`src/pctl_pkg.sv`:
```
package pctl_pkg;

  // Timing base
  localparam int unsigned CLK_HZ = 100_000_000;
  localparam int unsigned US_PER_MS = 1000;
  // Delay line sampling tick and figures in microseconds
  localparam int unsigned TICK_US = 100;
  localparam int unsigned TICK_CYC = CLK_HZ / 1_000_000 * TICK_US;
  localparam int unsigned DLY_MIN_US = 2 * US_PER_MS;
  localparam int unsigned DLY_MAX_US = 20 * US_PER_MS;
  localparam int unsigned DLY_MIN_TICKS = DLY_MIN_US / TICK_US;
  localparam int unsigned DLY_MAX_TICKS = DLY_MAX_US / TICK_US;
  localparam int unsigned COINC_GND_US = 4 * US_PER_MS;
  localparam int unsigned COINC_PH_US = 3 * US_PER_MS;
  localparam int unsigned LOCKOUT_US = 150 * US_PER_MS;
  // Tick counts; a least time rounds up
  localparam int unsigned COINC_GND_TICKS = (COINC_GND_US + TICK_US - 1) / TICK_US;
  localparam int unsigned COINC_PH_TICKS = (COINC_PH_US + TICK_US - 1) / TICK_US;
  localparam int unsigned LOCKOUT_TICKS = (LOCKOUT_US + TICK_US - 1) / TICK_US;

  // Widths
  localparam int unsigned TW = 16;
  localparam int unsigned DW = 8;

  // Received channel pair
  typedef struct packed {
    logic pos;
    logic neg;
  } pctl_rx_s;

  // Channel supervision states, Gray along normal to lockout path
  typedef enum logic [1:0] {
    CH_OK = 2'b00,
    CH_CLAMP = 2'b01,
    CH_LOCK = 2'b11
  } pctl_ch_e;

  // Subsystem type
  typedef enum logic [1:0] {
    SUB_DUAL = 2'b00,
    SUB_PHASE = 2'b01,
    SUB_GROUND = 2'b10
  } pctl_sub_e;

endpackage : pctl_pkg

```
`src/pctl_top.sv`:
```
`timescale 1ns/1ps
`default_nettype none

module pctl_top #(
  parameter pctl_pkg::pctl_sub_e SUB = pctl_pkg::SUB_DUAL,
  parameter int unsigned DEPTH = pctl_pkg::DLY_MAX_TICKS,
  parameter int unsigned TICK_CYC = pctl_pkg::TICK_CYC,
  parameter int unsigned LOCK_TICKS = pctl_pkg::LOCKOUT_TICKS
) (
  // Clock and reset
  input wire logic mclk,
  input wire logic rst,
  // Local squaring amplifier and arming
  input wire logic squaring_amplifier,
  input wire logic overreach_fault_detector,
  input wire logic phase_distance_arming,
  input wire logic [pctl_pkg::DW-1:0] local_delay_timer,
  input wire logic trip_clear,
  // Receiver frequency detectors
  input wire logic rx_pos_det,
  input wire logic rx_neg_det,
  // Transmitter keying
  output logic key_pos,
  // Received outputs after supervision
  output logic rx_pos_out,
  output logic rx_neg_out,
  // Trip and alarm
  output logic trip,
  output logic chan_alarm
);

  // Pin synchronisers: stage one read only by stage two
  logic [4:0] s1_q, s2_q;
  always_ff @(posedge mclk) begin
    if (rst) begin
      s1_q <= 5'h00;
      s2_q <= 5'h00;
    end else begin
      s1_q <= {squaring_amplifier, overreach_fault_detector, phase_distance_arming,
               rx_pos_det, rx_neg_det};
      s2_q <= s1_q;
    end
  end
  logic sq, arm, det_p, det_n;
  assign sq = s2_q[4];
  assign arm = s2_q[3] | s2_q[2];
  assign det_p = s2_q[1];
  assign det_n = s2_q[0];

  // Clamp a setting into the documented delay range
  function automatic logic [pctl_pkg::DW-1:0] clamp_dly(input logic [pctl_pkg::DW-1:0] v);
    if (v < pctl_pkg::DW'(pctl_pkg::DLY_MIN_TICKS)) return pctl_pkg::DW'(pctl_pkg::DLY_MIN_TICKS);
    if (v > pctl_pkg::DW'(DEPTH)) return pctl_pkg::DW'(DEPTH);
    return v;
  endfunction : clamp_dly

  // Tick divider, one-cycle enable
  logic [pctl_pkg::TW-1:0] div_q, div_d;
  logic tick;
  assign tick = (div_q == pctl_pkg::TW'(TICK_CYC - 1));
  always_comb begin
    div_d = tick ? '0 : div_q + 1'b1;
  end

  // Delay line: sampled shift register, each edge kept to one tick
  logic [DEPTH-1:0] dl_q, dl_d;
  logic [pctl_pkg::DW-1:0] sel;
  logic dly_wave;
  assign sel = clamp_dly(local_delay_timer);
  assign dly_wave = dl_q[sel - 1'b1];
  always_comb begin
    dl_d = dl_q;
    if (tick) dl_d = {dl_q[DEPTH-2:0], sq};
  end

  // Channel supervision
  pctl_pkg::pctl_ch_e ch_q, ch_d;
  logic [pctl_pkg::TW-1:0] loss_q, loss_d;
  logic lost;
  assign lost = ~det_p & ~det_n;
  always_comb begin
    ch_d = ch_q;
    loss_d = loss_q;
    case (ch_q)
      pctl_pkg::CH_OK: begin
        loss_d = '0;
        if (lost) ch_d = pctl_pkg::CH_CLAMP;
      end
      pctl_pkg::CH_CLAMP: begin
        if (!lost) ch_d = pctl_pkg::CH_OK;
        else if (tick) begin
          loss_d = loss_q + 1'b1;
          if (loss_q == pctl_pkg::TW'(LOCK_TICKS - 1)) ch_d = pctl_pkg::CH_LOCK;
        end
      end
      pctl_pkg::CH_LOCK: begin
        if (!lost) ch_d = pctl_pkg::CH_OK; // Channel back ends lockout
      end
      default: ch_d = pctl_pkg::CH_OK;
    endcase
  end

  // Received pair after clamp or lockout
  pctl_pkg::pctl_rx_s rx;
  always_comb begin
    case (ch_d)
      pctl_pkg::CH_CLAMP: rx = '{pos: 1'b1, neg: 1'b1};
      pctl_pkg::CH_LOCK: rx = '{pos: 1'b0, neg: 1'b0};
      default: rx = '{pos: det_p, neg: det_n};
    endcase
  end

  // Comparison gates; segregated negative gate uses inverted received wave
  logic seg, gate_p, gate_n;
  assign seg = (SUB != pctl_pkg::SUB_DUAL);
  assign gate_p = dly_wave & rx_pos_out;
  assign gate_n = ~dly_wave & (seg ? ~rx_pos_out : rx_neg_out);

  // Coincidence timer restarts on any gap, so short pulses never trip
  // Limitation: counting whole ticks, a window may run up to one tick short of the figure
  localparam int unsigned NEED = (SUB == pctl_pkg::SUB_PHASE) ? pctl_pkg::COINC_PH_TICKS
                                                             : pctl_pkg::COINC_GND_TICKS;
  logic [pctl_pkg::TW-1:0] co_q, co_d;
  logic trip_d, coinc;
  assign coinc = gate_p | gate_n;
  always_comb begin
    co_d = co_q;
    if (!coinc || !arm) co_d = '0;
    else if (tick && co_q != pctl_pkg::TW'(NEED)) co_d = co_q + 1'b1;
    trip_d = trip;
    if (trip_clear) trip_d = 1'b0;
    if (co_q == pctl_pkg::TW'(NEED)) trip_d = 1'b1; // set wins
  end

  // Registers
  always_ff @(posedge mclk) begin
    if (rst) begin
      div_q <= '0;
      dl_q <= '0;
      ch_q <= pctl_pkg::CH_OK;
      loss_q <= '0;
      co_q <= '0;
      key_pos <= 1'b0;
      rx_pos_out <= 1'b0;
      rx_neg_out <= 1'b0;
      trip <= 1'b0;
      chan_alarm <= 1'b0;
    end else begin
      div_q <= div_d;
      dl_q <= dl_d;
      ch_q <= ch_d;
      loss_q <= loss_d;
      co_q <= co_d;
      key_pos <= sq;
      rx_pos_out <= rx.pos;
      rx_neg_out <= rx.neg;
      trip <= trip_d;
      chan_alarm <= (ch_d == pctl_pkg::CH_LOCK);
    end
  end
endmodule : pctl_top

`default_nettype wire

```
`config.mk`:
```
export PLATFORM = sky130hd
export DESIGN_NAME = pctl_top
export DESIGN_NICKNAME = d
export VERILOG_FILES = /design/src/pctl_pkg.sv /design/src/pctl_top.sv
export SDC_FILE = /design/constraint.sdc
export NUM_CORES = 1
export LEC_CHECK = 0
export BUFFER_PORTS_ARGS = -buffer_cell sky130_fd_sc_hd__clkbuf_2
export CORE_MARGIN = 2
export CORE_UTILIZATION = 45
export DETAILED_ROUTE_END_ITERATION = 7
export PLACE_DENSITY = 0.65
export SYNTH_ARGS = -nofsm -noshare
export SYNTH_HDL_FRONTEND = slang
export SYNTH_SLANG_ARGS = --single-unit
```
`constraint.sdc`:
```
create_clock -name mclk -period 15.3 [get_ports mclk]
set_clock_uncertainty 0.15 [all_clocks]
set_input_delay 4.59 -clock mclk [delete_from_list [all_inputs] [get_ports mclk]]
set_output_delay 4.59 -clock mclk [all_outputs]
set_load 0.01 [all_outputs]
```
Yosys cells after proc, flatten, opt, wreduce, memory -nomap -nowiden
Cells that the tools add are included.
Cells by class
  $add $sub $neg: 4
  order comparisons: 3
  eq/ne operators: 10
  muxes and demuxes: 21
  bitwise gates (word level): 8
  reduce and logical (&&, ||, !) cells: 10
Operators by type and width (number)
  16-bit by 1-bit adder with 16-bit output (second input constant): 3
  16-bit two-way mux: 2
  8-bit two-way mux: 4
  16-bit case mux with 2 select lines: 1
  16-bit by 11-bit == test with 1-bit output (second input constant): 1
  16-bit by 14-bit == test with 1-bit output (second input constant): 1
  16-bit by 6-bit == test with 1-bit output (second input constant): 1
  16-bit by 6-bit inequality test with 1-bit output (second input constant): 1
  2-bit two-way mux: 5
  8-bit by 9-bit < comparator with 1-bit output (second input constant): 1
  1-bit binary-select mux with 8-bit select: 1
  8-bit greater-than comparator (second input constant): 1
  8-bit by 5-bit < comparator with 1-bit output (second input constant): 1
  8-bit by 1-bit subtractor with 8-bit output (second input constant): 1
  1-bit two-way mux: 6
  2-bit case mux with 3 select lines: 1
  2-bit by 1-bit == test with 1-bit output (second input constant): 2
  2-bit == test (second input constant): 2
  2-bit inequality test (second input constant): 2
  2-bit case mux with 2 select lines: 1
  2-bit nonzero test: 2
  2-bit OR reduction: 2
  1-bit AND: 3
  1-bit NOT: 3
  6 further kinds: 8
Storage, ports and cells
  register bits: 265
  output and inout port bits: 5

Depth between registers and ports, before layout
  word-level depth: 14
  gate-level depth with buffers: 21
  gate-level depth less buffers: 13

Worst setup path after synthesis
OpenSTA, ideal clock, no wires.
  path type: input-to-reg
  start: in local_delay_timer[5] (netlist name)
  end: reg co_q[10] (netlist name)
  arrival: 8736 ps
  data required time: 15030 ps
  path slack: 6295 ps
  cell stages on the path: 20
  buffers on the path: 9
  cell sequence: buf_2 nor3_1 a211oi_2 inv_2 buf_2 buf_2 buf_2 ha_1 clkbuf_1 inv_1 clkbuf_1 clkbuf_1 a22oi_1 a221oi_1 o21ai_0 o21a_1 o32a_1 buf_4 buf_6 mux2i_1
On the way
  cells in the longest elaborated chain, start to end: 14
Ends and longest elaborated chain
  start, declared: RTL line pctl_top.sv:17  | input wire logic [pctl_pkg::DW-1:0] local_delay_timer,
  8-bit greater-than comparator: RTL line pctl_top.sv:53  | if (v > pctl_pkg::DW'(DEPTH)) return pctl_pkg::DW'(DEPTH);
  1-bit two-way mux (2 in a row): RTL line pctl_top.sv:53
  8-bit two-way mux: RTL line pctl_top.sv:54  | return v;
  8-bit two-way mux *: RTL line pctl_top.sv:53
  8-bit by 1-bit subtractor with 8-bit output *: RTL line pctl_top.sv:70  | assign dly_wave = dl_q[sel - 1'b1];
  1-bit binary-select mux with 8-bit select *: RTL line pctl_top.sv:70
  1-bit two-way mux (implied by the code) *: RTL line pctl_top.sv:70
  1-bit NOT: RTL line pctl_top.sv:117  | assign gate_n = ~dly_wave & (seg ? ~rx_pos_out : rx_neg_out);
  1-bit AND: RTL line pctl_top.sv:117
  1-bit bitwise OR *: RTL line pctl_top.sv:125  | assign coinc = gate_p | gate_n;
  1-bit logical NOT *: RTL line pctl_top.sv:128  | if (!coinc || !arm) co_d = '0;
  1-bit logical OR *: RTL line pctl_top.sv:128
  2-bit OR reduction (no source line) *
  end signal, assigned: RTL line pctl_top.sv:153  | co_q <= co_d;
  end, declared: RTL line pctl_top.sv:123  | logic [pctl_pkg::TW-1:0] co_q, co_d;
Every way passes the cells marked *; elsewhere a longest branch is shown, timed or not. The select of a mux whose other input is x is not followed.
A chain may end at the register's enable or synchronous reset.

Final worst setup path
  start: in local_delay_timer[5] (netlist name)
  end: reg co_q[2] (netlist name)
The elaborated chain is that of the path after synthesis.

==> out/results.txt <==
Endpoint class of the critical path = flop
Ys async rst share = 0
Pre-Repair DR Iteration Count = 5
Layout cell share with drive strength beyond 1 = 0.07911
Routed via count = 9593
DIE WIDTH = 166.0 um
Global route overflow = 0
Routed wire length per instance = 14.44 um
Most used cell along the critical path = buf_4
H-tree levels = 1
Post-synthesis cell count = 1466
CTS max path bufs = 3
Syn Nets = 1487
Distinct cell type count after synthesis = 63
Inst Count DP = 1729
Initial antenna violation count = 0
Min-delay worst type = reg2reg
Fin cells = 1776
Vias per cell = 5.401
Pwr per Cell Area = 115.9 nW/um^2
Pin count of the biggest net entering global routing = 123
Drt total wl = 25650 um
Leakage power = 4.320 nW
Hold_ws = 0.2836 ns
Slowest cell on crit path = ha_1
Status = finished, final reports clean
Nets@finish = 1446
Cts repair resizes = 0
Hold-fix buffers at CTS = 0
Detail Placement HPWL = 15270 um
Minimum clock period = 9.871 ns
Worst skew pair latency = 0.54 ns
Routed Antenna Nets = 0
Crit-path max cell delay = 0.90 ns
Startpoint types = input port
Delay-heaviest family, CP = compound AO/OA/AOI/OAI gates
Worst path cell trace = clkbuf_2 > nor3_1 > a211oi_2 > buf_4 > inv_2 > buf_4 > ha_1 > inv_1 > buf_4 > mux4_2 > nand2_1 > a21boi_0 > o32a_1 > o21a_1 > o32a_1 > mux2i_1
Post-synthesis sequential area ratio = 0.4493
Number of global-route vias before repair = 8863
CTS Sinks = 265
Peak Freq = 101.3 MHz
Leading cell type in the layout, fill and taps excluded = nand2_1
Mean area per synthesized cell = 8.054 um^2
MaxCap Viol Count = 0
Crit share post-route = 0.6452
Worst-Margin Slew = 1.105 ns
Drt initial violations = 892
Number of flops mapped to enable cells by yosys = 0
Clock tree root driver cell = clkbuf_16
CTS tree = done
Ys Warns = 0
DRC Markers = 0
Critical Path AT = 10.17 ns
Synthesized cell area = 11810 um^2
GRT Util Overall = 0.1835
Rel. slew slack = 0.2631
Core Area = 25910 um^2
Number of buffers created by CTS = 29
Final setup fails = 0
Cell Rows = 59
Synth Register Bits = 265
Min setup slack post-route = 5.429 ns
Die Y = 166.0 um
FILL cells = 2438
# diodes = 0
First-pass GRT wire length = 43960 um
Die ar. = 27550 um^2
WP data required = 15.60 ns
Hold Vio Cnt, Final = 0
I/O pin count = 21
Crit path kind = in2reg
IO buf count = 20
Starting Density = 0.4557
Commonest cells after routing, fill and taps aside = nand2_1 (496), dfxtp_1 (265), a21oi_1 (220), nor2_1 (61), mux2i_1 (54)
Buf+Inv Stages, Crit Path = 6
Final slew viol count = 0
Area Overhead vs Synth = 9.855%
Worst slack at placement = 4.885 ns
Post-synth top flop = dfxtp_1
Largest fanout on the critical path = 59
CTS clk-pin slew, worst paths = 0.06 ns
Gp weighted congestion = 0.7951
Post-CTS setup buffer count = 0
Max IR drop VDD = 94.66 uV
TNS Setup = 0 ns
RSZ-0062 raised after global routing = false
==> stage by stage <==
step | util | cell area (um^2) | power [W]
floorplan | - | 11810 | 0.0007860
global placement | 0.4638 | 12020 | 0.0008104
detailed placement | 0.4638 | 12020 | 0.0008105
CTS | 0.5006 | 12970 | 0.001521
global route | 0.5006 | 12970 | 0.001564
finish | 0.5006 | 12970 | 0.001504
==> cells by family after synthesis <==
group | count (synthesis) | share of synthesized area
AO/OA/AOI/OAI | 284 | 0.1359
XOR/XNOR | 43 | 0.03253
adder cells (fa/ha/maj) | 5 | 0.005298
buffers and inverters | 112 | 0.03804
flip-flops | 265 | 0.4493
multiplexers | 85 | 0.1030
AND/OR/NAND/NOR | 672 | 0.2360
==> Yosys cell counts, drive strengths merged (10+ instances only) <==
master	count	area share
mux2i	54	0.046
nand2	496	0.16
nor2	62	0.020
nor2b	15	0.0079
clkbuf	87	0.028
xnor2	17	0.013
buf	16	0.0075
dfxtp	265	0.45
xor2	26	0.019
nand4	11	0.0058
nor3	15	0.0064
mux4	29	0.055
and3	14	0.0074
nand3	27	0.011
o21ai	10	0.0042
a21oi	220	0.093
==> layout make-up <==
cell class	count	area [um^2]	area share
inverter	9	33.78	0.002604
tap	335	419.2	0.03231
sequential	265	5305	0.4090
timing repair buffer	31	188.9	0.01457
clock buffer	37	775.7	0.05981
clock inverter	10	177.7	0.01370
multi-input combinational	1089	6071	0.4680
==> flip-flops by register name, summed over array words and instances (netlist names), 2 cells and up <==
name	cells
co_q	16
loss_q	16
dl_q	200
s2_q	5
ch_q	2
s1_q	5
div_q	16
==> path summary, 6_finish.rpt <==
path / start / to / slack [ns] / cells past startpoint
min reg2reg: s1_q[1] / s2_q[1] / 0.28 / 1
max reg2reg: div_q[0] / dl_q[147] / 11.86 / 8
min: s1_q[1] / s2_q[1] / 0.28 / 1
max: local_delay_timer[5] / co_q[2] / 5.43 / 16
==> power by group <==
| part | total [W] | internal, W | leakage (nW) | switching [W] |
|---|---|---|---|---|
| Combinational | 0.000101 | 0.0000349 | 1.72 | 0.0000663 |
| Sequential | 0.000694 | 0.000693 | 2.14 | 0.00000170 |
| Clock | 0.000708 | 0.000437 | 0.465 | 0.000271 |
| Total | 0.00150 | 0.00116 | 4.32 | 0.000339 |
==> routing by layer <==
layer / GRT usage / share of wire / vias up / wire [um]
met5: 0 / 0 / - / 0
met4: 0.03932 / 0.016 / 0 / 412
met3: 0.02812 / 0.046 / 34 / 1192
met2: 0.2955 / 0.46 / 188 / 11680
met1: 0.2620 / 0.48 / 4492 / 12370
li1: - / - / 4879 / -
==> worst reg2reg max path, stage by stage, from the launching register on <==
cell and delay [ns]:
dfxtp_1 0.37, ha_1 0.21, and3_1 0.23, nand3_1 0.23, nor2_4 0.13, buf_4 0.69, buf_4 0.97, nand2_1 0.22
a21oi_1 0.18
Power figures use the tool's default switching activity.
